**src/verilog/ctimer_pkg.sv**
```systemverilog
// constants, register map and types for the compact timer
package ctimer_pkg;
  // ****************************************
  // register map
  // ****************************************
  localparam logic [2:0] ADDR_CTRL_A  = 3'h0;
  localparam logic [2:0] ADDR_CTRL_B  = 3'h1;
  localparam logic [2:0] ADDR_CNT_LO  = 3'h2;
  localparam logic [2:0] ADDR_CNT_HI  = 3'h3;
  localparam logic [2:0] ADDR_CMPA_LO = 3'h4;
  localparam logic [2:0] ADDR_CMPA_HI = 3'h5;
  localparam logic [2:0] ADDR_FLAGS   = 3'h6;
  localparam logic [7:0] CTRL_A_RESET = 8'h00;
  localparam logic [7:0] CTRL_B_RESET = 8'h00;
  // ****************************************
  // control field positions
  // ****************************************
  localparam int POS_PAUSE  = 7;
  localparam int POS_CKSEL  = 4;
  localparam int POS_ON     = 3;
  localparam int POS_PERIOD = 0;
  localparam int POS_MODE   = 6;
  localparam int POS_OFUNC  = 4;
  localparam int POS_INIT   = 3;
  localparam int POS_INV    = 2;
  localparam int POS_SWAP   = 1;
  localparam int POS_CCLR   = 0;
  localparam int POS_FLAG_A = 0;
  localparam int POS_FLAG_P = 1;
  // ****************************************
  // counting, clock sources and output functions
  // ****************************************
  localparam int            CNT_W     = 10;
  localparam logic [9:0]    CNT_MAX   = 10'h3FF;
  localparam logic [2:0]    CK_SYS4   = 3'h0;
  localparam logic [2:0]    CK_SYS    = 3'h1;
  localparam logic [2:0]    CK_H16    = 3'h2;
  localparam logic [2:0]    CK_H64    = 3'h3;
  localparam logic [2:0]    CK_TBC0   = 3'h4;
  localparam logic [2:0]    CK_TBC1   = 3'h5;
  localparam logic [2:0]    CK_EXT_R  = 3'h6;
  localparam logic [2:0]    CK_EXT_F  = 3'h7;
  localparam logic [5:0]    DIV_4     = 6'h03;
  localparam logic [5:0]    DIV_16    = 6'h0F;
  localparam logic [5:0]    DIV_64    = 6'h3F;
  localparam logic [1:0]    OF_KEEP   = 2'h0;
  localparam logic [1:0]    OF_LOW    = 2'h1;
  localparam logic [1:0]    OF_HIGH   = 2'h2;
  localparam logic [1:0]    OF_TOGGLE = 2'h3;

  typedef enum logic [1:0] {
    MODE_CMP0,
    MODE_CMP1,
    MODE_PWM,
    MODE_TMR
  } mode_e;
endpackage

```
**src/verilog/ctimer_if.sv**
```systemverilog
// tick, count, match and overflow signals shared between timer modules
`timescale 1ns/1ns
interface ctimer_if;
  import ctimer_pkg::*;
  logic             tick;
  logic [CNT_W-1:0] count;
  logic             match_a;
  logic             match_p;
  logic             overflow;
  modport src (output tick);
  modport core (input tick, output count, match_a, match_p, overflow);
  modport user (input tick, count, match_a, match_p, overflow);
endinterface

```
**src/verilog/ctimer_tick.sv**
```systemverilog
// count clock tick generator with source select
`timescale 1ns/1ns
module ctimer_tick
  import ctimer_pkg::*;
(
  // clock and reset
  input  wire logic       clk,
  input  wire logic       rstn,
  // selection
  input  wire logic [2:0] clock_select,
  input  wire logic       high_clk_en,
  input  wire logic       timebase_clock,
  input  wire logic       external_count_pin,
  input  wire logic       run,
  // tick out
  ctimer_if.src           tk
);
  logic [5:0] sys_div;
  logic [5:0] h_div;
  logic       ext_prev;
  logic       tbc_prev;
  wire        ext_rise = external_count_pin & ~ext_prev;
  wire        ext_fall = ~external_count_pin & ext_prev;
  wire        tbc_rise = timebase_clock & ~tbc_prev;

  // ****************************************
  // prescalers and edge detectors
  // ****************************************
  always_ff @(posedge clk or negedge rstn) begin
    if (!rstn) begin
      sys_div  <= 6'h00;
      h_div    <= 6'h00;
      ext_prev <= 1'b0;
      tbc_prev <= 1'b0;
    end else begin
      sys_div  <= run ? sys_div + 6'h01 : 6'h00;
      h_div    <= (run && high_clk_en) ? h_div + 6'h01 : h_div;
      ext_prev <= external_count_pin;
      tbc_prev <= timebase_clock;
    end
  end

  // source select
  always_comb begin
    case (clock_select)
      CK_SYS4:  tk.tick = run && ((sys_div & DIV_4) == DIV_4);
      CK_SYS:   tk.tick = run;
      CK_H16:   tk.tick = run && high_clk_en && ((h_div & DIV_16) == DIV_16);
      CK_H64:   tk.tick = run && high_clk_en && (h_div == DIV_64);
      CK_TBC0,
      CK_TBC1:  tk.tick = run && tbc_rise;
      CK_EXT_R: tk.tick = run && ext_rise;
      CK_EXT_F: tk.tick = run && ext_fall;
      default:  tk.tick = 1'b0;
    endcase
  end
endmodule

```
**src/verilog/ctimer_core.sv**
```systemverilog
// 10-bit counter with comparators A and P
`timescale 1ns/1ns
module ctimer_core
  import ctimer_pkg::*;
(
  // clock and reset
  input  wire logic             clk,
  input  wire logic             rstn,
  // control
  input  wire logic             start,
  input  wire logic             clear_on_a,
  input  wire logic [2:0]       period_bits,
  input  wire logic [CNT_W-1:0] cmp_a,
  // counter side
  ctimer_if.core                cf
);
  logic [CNT_W-1:0] count;
  wire  hit_a  = cf.tick && (count == cmp_a) && (cmp_a != 10'h000);
  // last tick of 128-count block period_bits-1; period zero wraps to overflow
  wire  [2:0] blk_next = 3'(count[9:7] + 3'h1);
  wire  hit_p  = cf.tick && (blk_next == period_bits) &&
                 (count[6:0] == 7'h7F);
  wire  ovf    = cf.tick && (count == CNT_MAX);
  wire  do_clr = clear_on_a ? hit_a : (hit_p | ovf);

  assign cf.count    = count;
  assign cf.match_a  = hit_a;
  assign cf.match_p  = hit_p && !clear_on_a;
  assign cf.overflow = ovf;

  // counter; ticks only arrive when on and not paused
  always_ff @(posedge clk or negedge rstn) begin
    if (!rstn) begin
      count <= 10'h000;
    end else if (start) begin
      count <= 10'h000;
    end else if (do_clr) begin
      count <= 10'h000;
    end else if (cf.tick) begin
      count <= count + 10'h001;
    end
  end
endmodule

```
**src/verilog/ctimer.sv**
```systemverilog
// compact timer top: registers, modes and output pin
//
// Our own choices: the register addresses and strobed register access.
`timescale 1ns/1ns
module ctimer
  import ctimer_pkg::*;
(
  // clock and reset
  input  wire logic       clk,
  input  wire logic       rstn,
  // register port
  input  wire logic [2:0] addr,
  input  wire logic [7:0] wdata,
  input  wire logic       wr,
  input  wire logic       rd,
  output logic      [7:0] rdata,
  // clock sources
  input  wire logic       high_clk_en,
  input  wire logic       timebase_clock,
  input  wire logic       external_count_pin,
  // timer output
  output logic            timer_output_pin,
  output logic            match_a_flag,
  output logic            match_p_flag
);
  logic [7:0]       ctrl_a;
  logic [7:0]       ctrl_b;
  logic [7:0]       cmpa_lo;
  logic [1:0]       cmpa_hi;
  logic [7:0]       byte_buf;
  logic             on_prev;
  logic             cmp_out;
  logic             pwm_out;
  ctimer_if         bus ();

  // ****************************************
  // field decode
  // ****************************************
  wire       counter_pause        = ctrl_a[POS_PAUSE];
  wire [2:0] count_clock_select   = ctrl_a[POS_CKSEL +: 3];
  wire       counter_on           = ctrl_a[POS_ON];
  wire [2:0] period_compare_bits  = ctrl_a[POS_PERIOD +: 3];
  wire [1:0] operating_mode_field = ctrl_b[POS_MODE +: 2];
  wire [1:0] output_function_field = ctrl_b[POS_OFUNC +: 2];
  wire       output_initial_level = ctrl_b[POS_INIT];
  wire       output_invert        = ctrl_b[POS_INV];
  wire       period_duty_swap     = ctrl_b[POS_SWAP];
  wire       counter_clear_select = ctrl_b[POS_CCLR];
  wire [9:0] compare_a_value      = {cmpa_hi, cmpa_lo};
  wire       mode_pwm  = operating_mode_field == MODE_PWM;
  wire       mode_tmr  = operating_mode_field == MODE_TMR;
  wire       mode_cmp  = !mode_pwm && !mode_tmr;
  wire       start     = counter_on && !on_prev;
  wire       run       = counter_on && !counter_pause;
  // pwm: swap bit picks who clears (period); clear-select ignored
  wire       clr_on_a  = mode_pwm ? period_duty_swap
                                  : counter_clear_select;
  wire [9:0] p_value   = {period_compare_bits, 7'h00};
  wire [9:0] duty      = period_duty_swap ? p_value : compare_a_value;
  wire [10:0] period   = period_duty_swap ? {1'b0, compare_a_value} :
                         (period_compare_bits == 3'h0) ? 11'h400 :
                         {1'b0, p_value};
  wire       duty_full = {1'b0, duty} >= period;
  wire       pwm_act   = duty_full || (bus.count < duty);

  // ****************************************
  // sub-blocks
  // ****************************************
  ctimer_tick u_tick (
    .clk                (clk),
    .rstn               (rstn),
    .clock_select       (count_clock_select),
    .high_clk_en        (high_clk_en),
    .timebase_clock     (timebase_clock),
    .external_count_pin (external_count_pin),
    .run                (run),
    .tk                 (bus.src)
  );

  ctimer_core u_core (
    .clk         (clk),
    .rstn        (rstn),
    .start       (start),
    .clear_on_a  (clr_on_a),
    .period_bits (period_compare_bits),
    .cmp_a       (compare_a_value),
    .cf          (bus.core)
  );

  // ****************************************
  // register writes
  // ****************************************
  wire wr_a   = wr && addr == ADDR_CTRL_A;
  wire wr_b   = wr && addr == ADDR_CTRL_B;
  wire wr_alo = wr && addr == ADDR_CMPA_LO;
  wire wr_ahi = wr && addr == ADDR_CMPA_HI;
  wire wr_flg = wr && addr == ADDR_FLAGS;
  wire rd_chi = rd && addr == ADDR_CNT_HI;
  wire rd_ahi = rd && addr == ADDR_CMPA_HI;

  always_ff @(posedge clk or negedge rstn) begin
    if (!rstn) begin
      ctrl_a  <= CTRL_A_RESET;
      ctrl_b  <= CTRL_B_RESET;
      cmpa_lo <= 8'h00;
      cmpa_hi <= 2'h0;
      on_prev <= 1'b0;
    end else begin
      on_prev <= counter_on;
      if (wr_a) ctrl_a <= wdata;
      if (wr_b) ctrl_b <= wdata;
      if (wr_ahi) begin
        cmpa_hi <= wdata[1:0];
        cmpa_lo <= byte_buf;
      end
    end
  end

  // low-byte buffer: loaded by low writes and high-byte reads
  always_ff @(posedge clk or negedge rstn) begin
    if (!rstn) begin
      byte_buf <= 8'h00;
    end else if (wr_alo) begin
      byte_buf <= wdata;
    end else if (rd_chi) begin
      byte_buf <= bus.count[7:0];
    end else if (rd_ahi) begin
      byte_buf <= cmpa_lo;
    end
  end

  // ****************************************
  // match flags: set wins over write-one clear
  // ****************************************
  wire set_a = bus.match_a && !mode_pwm ? 1'b1 : bus.match_a;
  always_ff @(posedge clk or negedge rstn) begin
    if (!rstn) begin
      match_a_flag <= 1'b0;
      match_p_flag <= 1'b0;
    end else begin
      match_a_flag <= set_a | (match_a_flag &
                      ~(wr_flg & wdata[POS_FLAG_A]));
      match_p_flag <= bus.match_p | (match_p_flag &
                      ~(wr_flg & wdata[POS_FLAG_P]));
    end
  end

  // ****************************************
  // compare output latch
  // ****************************************
  always_ff @(posedge clk or negedge rstn) begin
    if (!rstn) begin
      cmp_out <= 1'b0;
    end else if (start && mode_cmp) begin
      cmp_out <= output_initial_level;
    end else if (bus.match_a && mode_cmp) begin
      case (output_function_field)
        OF_KEEP:   cmp_out <= cmp_out;
        OF_LOW:    cmp_out <= 1'b0;
        OF_HIGH:   cmp_out <= 1'b1;
        OF_TOGGLE: cmp_out <= ~cmp_out;
        default:   cmp_out <= cmp_out;
      endcase
    end
  end

  // pwm level before polarity
  always_comb begin
    case (output_function_field)
      OF_KEEP: pwm_out = ~output_initial_level;
      OF_LOW:  pwm_out = output_initial_level;
      OF_HIGH: pwm_out = pwm_act ? output_initial_level
                                 : ~output_initial_level;
      default: pwm_out = ~output_initial_level;
    endcase
  end

  // registered pin drive with polarity
  always_ff @(posedge clk or negedge rstn) begin
    if (!rstn) begin
      timer_output_pin <= 1'b0;
    end else if (mode_tmr) begin
      timer_output_pin <= 1'b0;
    end else begin
      timer_output_pin <= (mode_pwm ? pwm_out : cmp_out)
                          ^ output_invert;
    end
  end

  // ****************************************
  // read data, one cycle after strobe
  // ****************************************
  logic [7:0] rmux;
  always_comb begin
    case (addr)
      ADDR_CTRL_A:  rmux = ctrl_a;
      ADDR_CTRL_B:  rmux = ctrl_b;
      ADDR_CNT_LO:  rmux = byte_buf;
      ADDR_CNT_HI:  rmux = {6'h00, bus.count[9:8]};
      ADDR_CMPA_LO: rmux = byte_buf;
      ADDR_CMPA_HI: rmux = {6'h00, cmpa_hi};
      ADDR_FLAGS:   rmux = {6'h00, match_p_flag, match_a_flag};
      default:      rmux = 8'h00;
    endcase
  end

  always_ff @(posedge clk or negedge rstn) begin
    if (!rstn) begin
      rdata <= 8'h00;
    end else begin
      rdata <= rd ? rmux : 8'h00;
    end
  end

  // ****************************************
  // checks
  // ****************************************
  a_start_clears: assert property (@(posedge clk) disable iff (!rstn)
    start |=> bus.count == 10'h000) else $error("start did not clear");
  a_pause_holds: assert property (@(posedge clk) disable iff (!rstn)
    (!run && !start) |=> $stable(bus.count)) else $error("count moved");
  a_p_flag_off: assert property (@(posedge clk) disable iff (!rstn)
    (clr_on_a && !mode_pwm) |-> !bus.match_p) else $error("p match");
  a_ahi_copy: assert property (@(posedge clk) disable iff (!rstn)
    wr_ahi |=> cmpa_lo == $past(byte_buf)) else $error("no copy");
  a_init_level: assert property (@(posedge clk) disable iff (!rstn)
    (start && mode_cmp) |=> ##1 timer_output_pin ==
    ($past(output_initial_level,2) ^ $past(output_invert,2)))
    else $error("initial level");
  a_flag_set: assert property (@(posedge clk) disable iff (!rstn)
    bus.match_a |=> match_a_flag) else $error("flag lost");
  a_p_clear: assert property (@(posedge clk) disable iff (!rstn)
    bus.match_p |=> bus.count == 10'h000) else $error("p no clear");
  a_tmr_pin: assert property (@(posedge clk) disable iff (!rstn)
    mode_tmr |=> !timer_output_pin) else $error("pin in timer mode");
endmodule

```
**config.mk**
```make
export PLATFORM = sky130hd
export DESIGN_NAME = ctimer
export DESIGN_NICKNAME = d
export VERILOG_FILES = /design/src/verilog/ctimer_pkg.sv /design/src/verilog/ctimer_if.sv /design/src/verilog/ctimer_tick.sv /design/src/verilog/ctimer_core.sv /design/src/verilog/ctimer.sv
export SDC_FILE = /design/constraint.sdc
export NUM_CORES = 1
export LEC_CHECK = 0
export BUFFER_PORTS_ARGS = -buffer_cell sky130_fd_sc_hd__buf_2
export CAP_MARGIN = 30
export CORE_MARGIN = 5
export CORE_UTILIZATION = 30
export CTS_BUF_LIST = sky130_fd_sc_hd__clkbuf_8
export CTS_CLUSTER_SIZE = 12
export DETAILED_ROUTE_END_ITERATION = 10
export PLACE_DENSITY_LB_ADDON = 0.3
export REMOVE_ABC_BUFFERS = 1
export SYNTH_ARGS = -nofsm -noshare
export SYNTH_HDL_FRONTEND = slang
export SYNTH_HIERARCHICAL = 1
export SYNTH_SLANG_ARGS = --single-unit
```
**constraint.sdc**
```tcl
create_clock -name clk -period 4.9 [get_ports clk]
set_clock_uncertainty 0.15 [all_clocks]
set_input_delay 0.98 -clock clk [delete_from_list [all_inputs] [get_ports clk]]
set_output_delay 0.98 -clock clk [all_outputs]
set_load 0.02 [all_outputs]
```
Yosys cells after proc, flatten, opt, wreduce, memory -nomap -nowiden. Cells that the tools add are included. W data, S select, Z words.

Register bits: 71. Input port bits: 18. Output and inout bits: 11. Logic and storage cells: 132.

Add/sub/neg operators: 4. Order comparisons: 2. Equal/unequal tests: 26. Muxes and demuxes: 23. Bitwise logic cells: 18. Reductions and logical operators: 43.

Operator list (number): $pmux W8 S6 (1); $mux W10 (4); $mux W8 (4); $logic_and A1 B1 Y1 (26); $mux W11 (2); $eq A3 B3 Y1 const B (7); $add A6 B1 Y6 const B (2); $eq A3 B2 Y1 const B (4); $ge A10 B11 Y1 (1); $add A10 B1 Y10 const B (1); $eq A10 B10 Y1 (1); $eq A10 B10 Y1 const B (1); $eq A2 B2 Y1 const B (5); $lt A10 B10 Y1 (1); $reduce_bool A10 Y1 (1); $logic_not A3 Y1 (3); $mux W1 (8); $and A1 B1 Y1 (7); $eq A7 B7 Y1 const B (1); $not A1 Y1 (7); $pmux W1 S7 (1); $eq A3 B1 Y1 const B (2); $eq A6 B6 Y1 const B (1); $mux W6 (1); other kinds (16) (24).

Longest topological paths before layout.
Depth after elaboration: 11. Gate-level depth with buffers: 12. Mapped depth without buffers: 11.

Modules after synthesis. The synthesis kept the hierarchy.

Modules (own cells, without submodules): ctimer (times used 1, cells each 277, area each 2782.7 um^2, sequential area each 1176.1 um^2); ctimer_core (times used 1, cells each 90, area each 844.6 um^2, sequential area each 250.2 um^2); ctimer_tick (times used 1, cells each 37, area each 459.2 um^2, sequential area each 250.2 um^2).

Least setup slack after synthesis. Ideal clock, no wire load.

Kind: input port to flip-flop. Start: input port external_count_pin. End: register cmp_out. Setup time: 64 ps. Data arrival time: 2788 ps. Required time: 4686 ps. Slack: 1898 ps. Stages: 11. Path buffers: 1. Cell sequence: nand4b_1 -> nand3_1 -> a32o_1 -> buf_6 -> nand2_1 -> or4_1 -> nor3b_1 -> nor3b_1 -> nor2_1 -> a211oi_1 -> a21o_1.

Longest elaborated chain between the ends: 9. Elaborated cells between the ends (all ways): 11. Classes of those cells: mux (1); bitwise (3); reduce/logical (7).

RTL lines: start: declaration (RTL line ctimer.sv:20) `input wire logic external_count_pin,`; $not A1 Y1 (RTL line ctimer_tick.sv:23) `wire ext_fall = ~external_count_pin & ext_prev;`; $and A1 B1 Y1 (RTL line ctimer_tick.sv:23); $logic_and A1 B1 Y1 (RTL line ctimer_tick.sv:53) `CK_EXT_F: tk.tick = run && ext_fall;`; $pmux W1 S7 (*) (RTL line ctimer_tick.sv:45) `case (clock_select)`; net bus.tick (RTL line ctimer_if.sv:5) `logic tick;`; $logic_and A1 B1 Y1 (*) (2 in series) (RTL line ctimer_core.sv:18) `wire hit_a = cf.tick && (count == cmp_a) && (cmp_a != 10'h000);`; net bus.match_a (RTL line ctimer_if.sv:7) `logic match_a;`; $logic_and A1 B1 Y1 (*) (RTL line ctimer.sv:156) `end else if (bus.match_a && mode_cmp) begin`; $reduce_bool A2 Y1 (no source line) (*); $reduce_and A2 Y1 (no source line) (*); end signal: assignment (RTL line ctimer.sv:155) `cmp_out <= output_initial_level;`; end signal: assignment (RTL line ctimer.sv:158) `OF_KEEP: cmp_out <= cmp_out;`; end signal: assignment (RTL line ctimer.sv:161) `OF_TOGGLE: cmp_out <= ~cmp_out;`; end: declaration (RTL line ctimer.sv:32) `logic cmp_out;`.

Mark *: on every way through the listed nets, which the timed path passes. The rest lies on a longest branch. A chain may end at the register's enable or synchronous reset.

Worst setup path in the final report.
Start: register ctrl_b[1]. End: register timer_output_pin.

Longest elaborated chain between the ends: 8. Elaborated cells between the ends (all ways): 10. Classes of those cells: order compare (2); mux (6); bitwise (1); reduce/logical (1).

RTL lines: start: declaration (RTL line ctimer.sv:27) `logic [7:0] ctrl_b;`; start signal: assignment (RTL line ctimer.sv:111) `if (wr_b) ctrl_b <= wdata;`; $mux W10 or $mux W11 (tied branches) (RTL line ctimer.sv:59, ctimer.sv:60); $ge A10 B11 Y1 or $lt A10 B10 Y1 (tied branches) (RTL line ctimer.sv:63, ctimer.sv:64); $logic_or A1 B1 Y1 (*) (RTL line ctimer.sv:64) `wire pwm_act = duty_full || (bus.count < duty);`; $mux W1 (*) (RTL line ctimer.sv:172) `OF_HIGH: pwm_out = pwm_act ? output_initial_level`; $pmux W1 S2 (*) (RTL line ctimer.sv:169) `case (output_function_field)`; $mux W1 (*) (RTL line ctimer.sv:185) `timer_output_pin <= (mode_pwm ? pwm_out : cmp_out)`; $xor A1 B1 Y1 (*) (RTL line ctimer.sv:186) `^ output_invert;`; $mux W1 (*) (RTL line ctimer.sv:182) `end else if (mode_tmr) begin`; end signal: assignment (RTL line ctimer.sv:185); end: declaration (RTL line ctimer.sv:22) `output logic timer_output_pin,`.

Mark *: on every way between the ends. The rest lies on a longest branch, timed or not.

==> flow_summary.yaml <==
final_layout:
  antenna_cells: 0
  num-fill-cells: 1376
  syn_to_final_growth_pct: 12.06
  mostFrequentLayoutCell: "dfrtp_1"
  drive_above_1_share_pct: 20.88
  layout_common_cells: "dfrtp_1, nand2_1, nor2_1, mux2_2, buf_2"
  fin_nets: 463
worst_setup_path:
  cp.required_ps: 4990
  arrival_ps: 3410
  slowest_delay_ps: 810
  cp-start-kind: "flop"
  reg2reg_depth: 9
  path_common_cell: "a211oi_1"
  cp_cell_sequence: "mux2i_1 -> inv_1 -> ha_1 -> a211oi_1 -> a2111oi_1 -> a211oi_1 -> a21oi_1 -> o21a_1 -> or3_1"
  critPathMaxFanout: 20
  endpoint_kind: "flop"
  slowest_stage: "dfrtp_1"
  worstSetupPathType: "reg2reg"
grt:
  grt_pass1_wl_um: 17230
  antenna_found_initial: 0
  grt_pass1_vias: 3212
  grt_start_max_net_pins: 44
  grt.total_usage_pct: 13.33
  grt.overflow.total: 0
clock_tree:
  clock-root-buffer: "clkbuf_8"
  clk_path_buf_depth: 2
  cts_tree: "built"
  cts_buffers: 9
  clock_latency_ps: 350
  clk_pin_slew_ps: 80
  cts_sinks: 67
  cts_max_level: 3
  postCtsSetupRepairBufs: 0
  cts_hold_buffers: 0
  ctsResizeCount: 0
timing:
  max_freq_mhz: 300.9
  fin_setup_tns_ps: 0
  period_share_pct: 67.82
  slew_headroom_pct: 45.19
  setup_viol_count_final: 0
  period_needed_ps: 3323
  hold_viol_final: 0
  rsz0062_at_grt: "no"
  worst_pin_slew_ps: 818.6
  final-max-slew-violation-count: 0
floorplanning:
  num_io_pins: 29
  die-area_sq_um: 16020
  coreArea_sq_um: 13300
  rows: 42
  start_util_pct: 30.67
  die_w_um: 126.6
  dieHeight_um: 126.6
power:
  leakage_nw: 2.131
  ir_drop_mv: 0.2080
  total_power_mw: 1.871
  power.density_nw_per_um2: 409.5
logic_synthesis:
  syn_inst: 402
  ys_warn_count: 6
  synth_area_sq_um: 4078
  syn_avg_cell_area_sq_um: 10.14
run:
  drv_cap: 0
detailed_routing:
  routed_wl_um: 10170
  vias_per_cell: 5.157
  drc: 0
  vias: 3130
  drtPass1Iterations: 5
  post_drt_wl_per_cell_um: 16.76
  drt-initial-drc-count: 224
  drtAntennaViolNets: 0
placed_design:
  gp_congestion: 0.8001
  dp_hpwl_um: 7387
  io_buffers: 28
outcome:
  status: "finished clean"
hold_path:
  min_path_type: "in2async"
per-stage QoR:
| step | area [sq um] | hold WS [ps] | util [%] | setup slack [ps] | std cells |
|---|---|---|---|---|---|
| 2_1_floorplan | 3974 | 245.6 | - | 1849 | 384 |
| 3_3_place_gp | 4342 | 271.4 | 32.66 | 1415 | 589 |
| 4_1_cts | 4542 | 285.4 | 34.16 | 1590 | 605 |
| 6_report | 4569 | 269.8 | 34.37 | 1577 | 607 |
| 3_5_place_dp | 4342 | 272.4 | 32.66 | 1401 | 589 |
| 5_1_grt | 4569 | 238.8 | 34.37 | 1211 | 607 |
per-layer routing:
metal / GRT usage, % / share of wire, % / up-vias
li1: - / - / 1492
met3: 2.984 / 4.6 / 18
met5: 0 / 0 / -
met2: 20.42 / 45 / 71
met1: 18.80 / 48 / 1549
met4: 4.038 / 2.0 / 0
report_power, final:
group / switching (mW) / internal (mW)
Sequential: 0.177 / 0.667
Combinational: 0.281 / 0.269
Clock: 0.238 / 0.238
final cells by class:
type / count / area (sq um) / area share, %
clock buffers: 9 / 123.9 / 2.711
clock inverters: 7 / 76.32 / 1.670
inverters: 8 / 30.03 / 0.6572
multi-input cells: 309 / 2267 / 49.62
flip-flops and latches: 67 / 1677 / 36.69
well taps: 176 / 220.2 / 4.819
repair buffers: 31 / 175.2 / 3.834
state kept, by name, indices dropped and copies added, names as in the netlist, 2 cells and up:
signal / cells
u_core/cf.count: 10
byte_buf: 8
cmpa_lo: 8
ctrl_a: 8
ctrl_b: 8
rdata: 8
u_tick/h_div: 6
cmpa_hi: 2
u_tick/sys_div: 2
worst max-delay path, delay by kind of cell (launching register included):
kind / cells / cell delay, ps
muxes: 1 / 310
DFF: 1 / 810
adders and majority gates: 1 / 330
and+or+nand+nor: 1 / 350
AOI/OAI and AO/OA: 5 / 1180
buffers and inverters: 1 / 70
worst paths after layout:
check / startpoint / to / slack (ps)
max: ctrl_b[1]$_DFFE_PN0P_ / timer_output_pin$_DFF_PN0_ / 1580
min: rstn / ctrl_b[7]$_DFFE_PN0P_ / 270
max reg2reg: ctrl_b[1]$_DFFE_PN0P_ / timer_output_pin$_DFF_PN0_ / 1580
min reg2reg: u_tick/sys_div[0]$_DFF_PN0_ / u_tick/sys_div[0]$_DFF_PN0_ / 280
max in group asynchronous: rstn / ctrl_a[1]$_DFFE_PN0P_ / 3510
min in group clk: u_tick/sys_div[0]$_DFF_PN0_ / u_tick/sys_div[0]$_DFF_PN0_ / 280
Power figures use the tool's default switching activity.
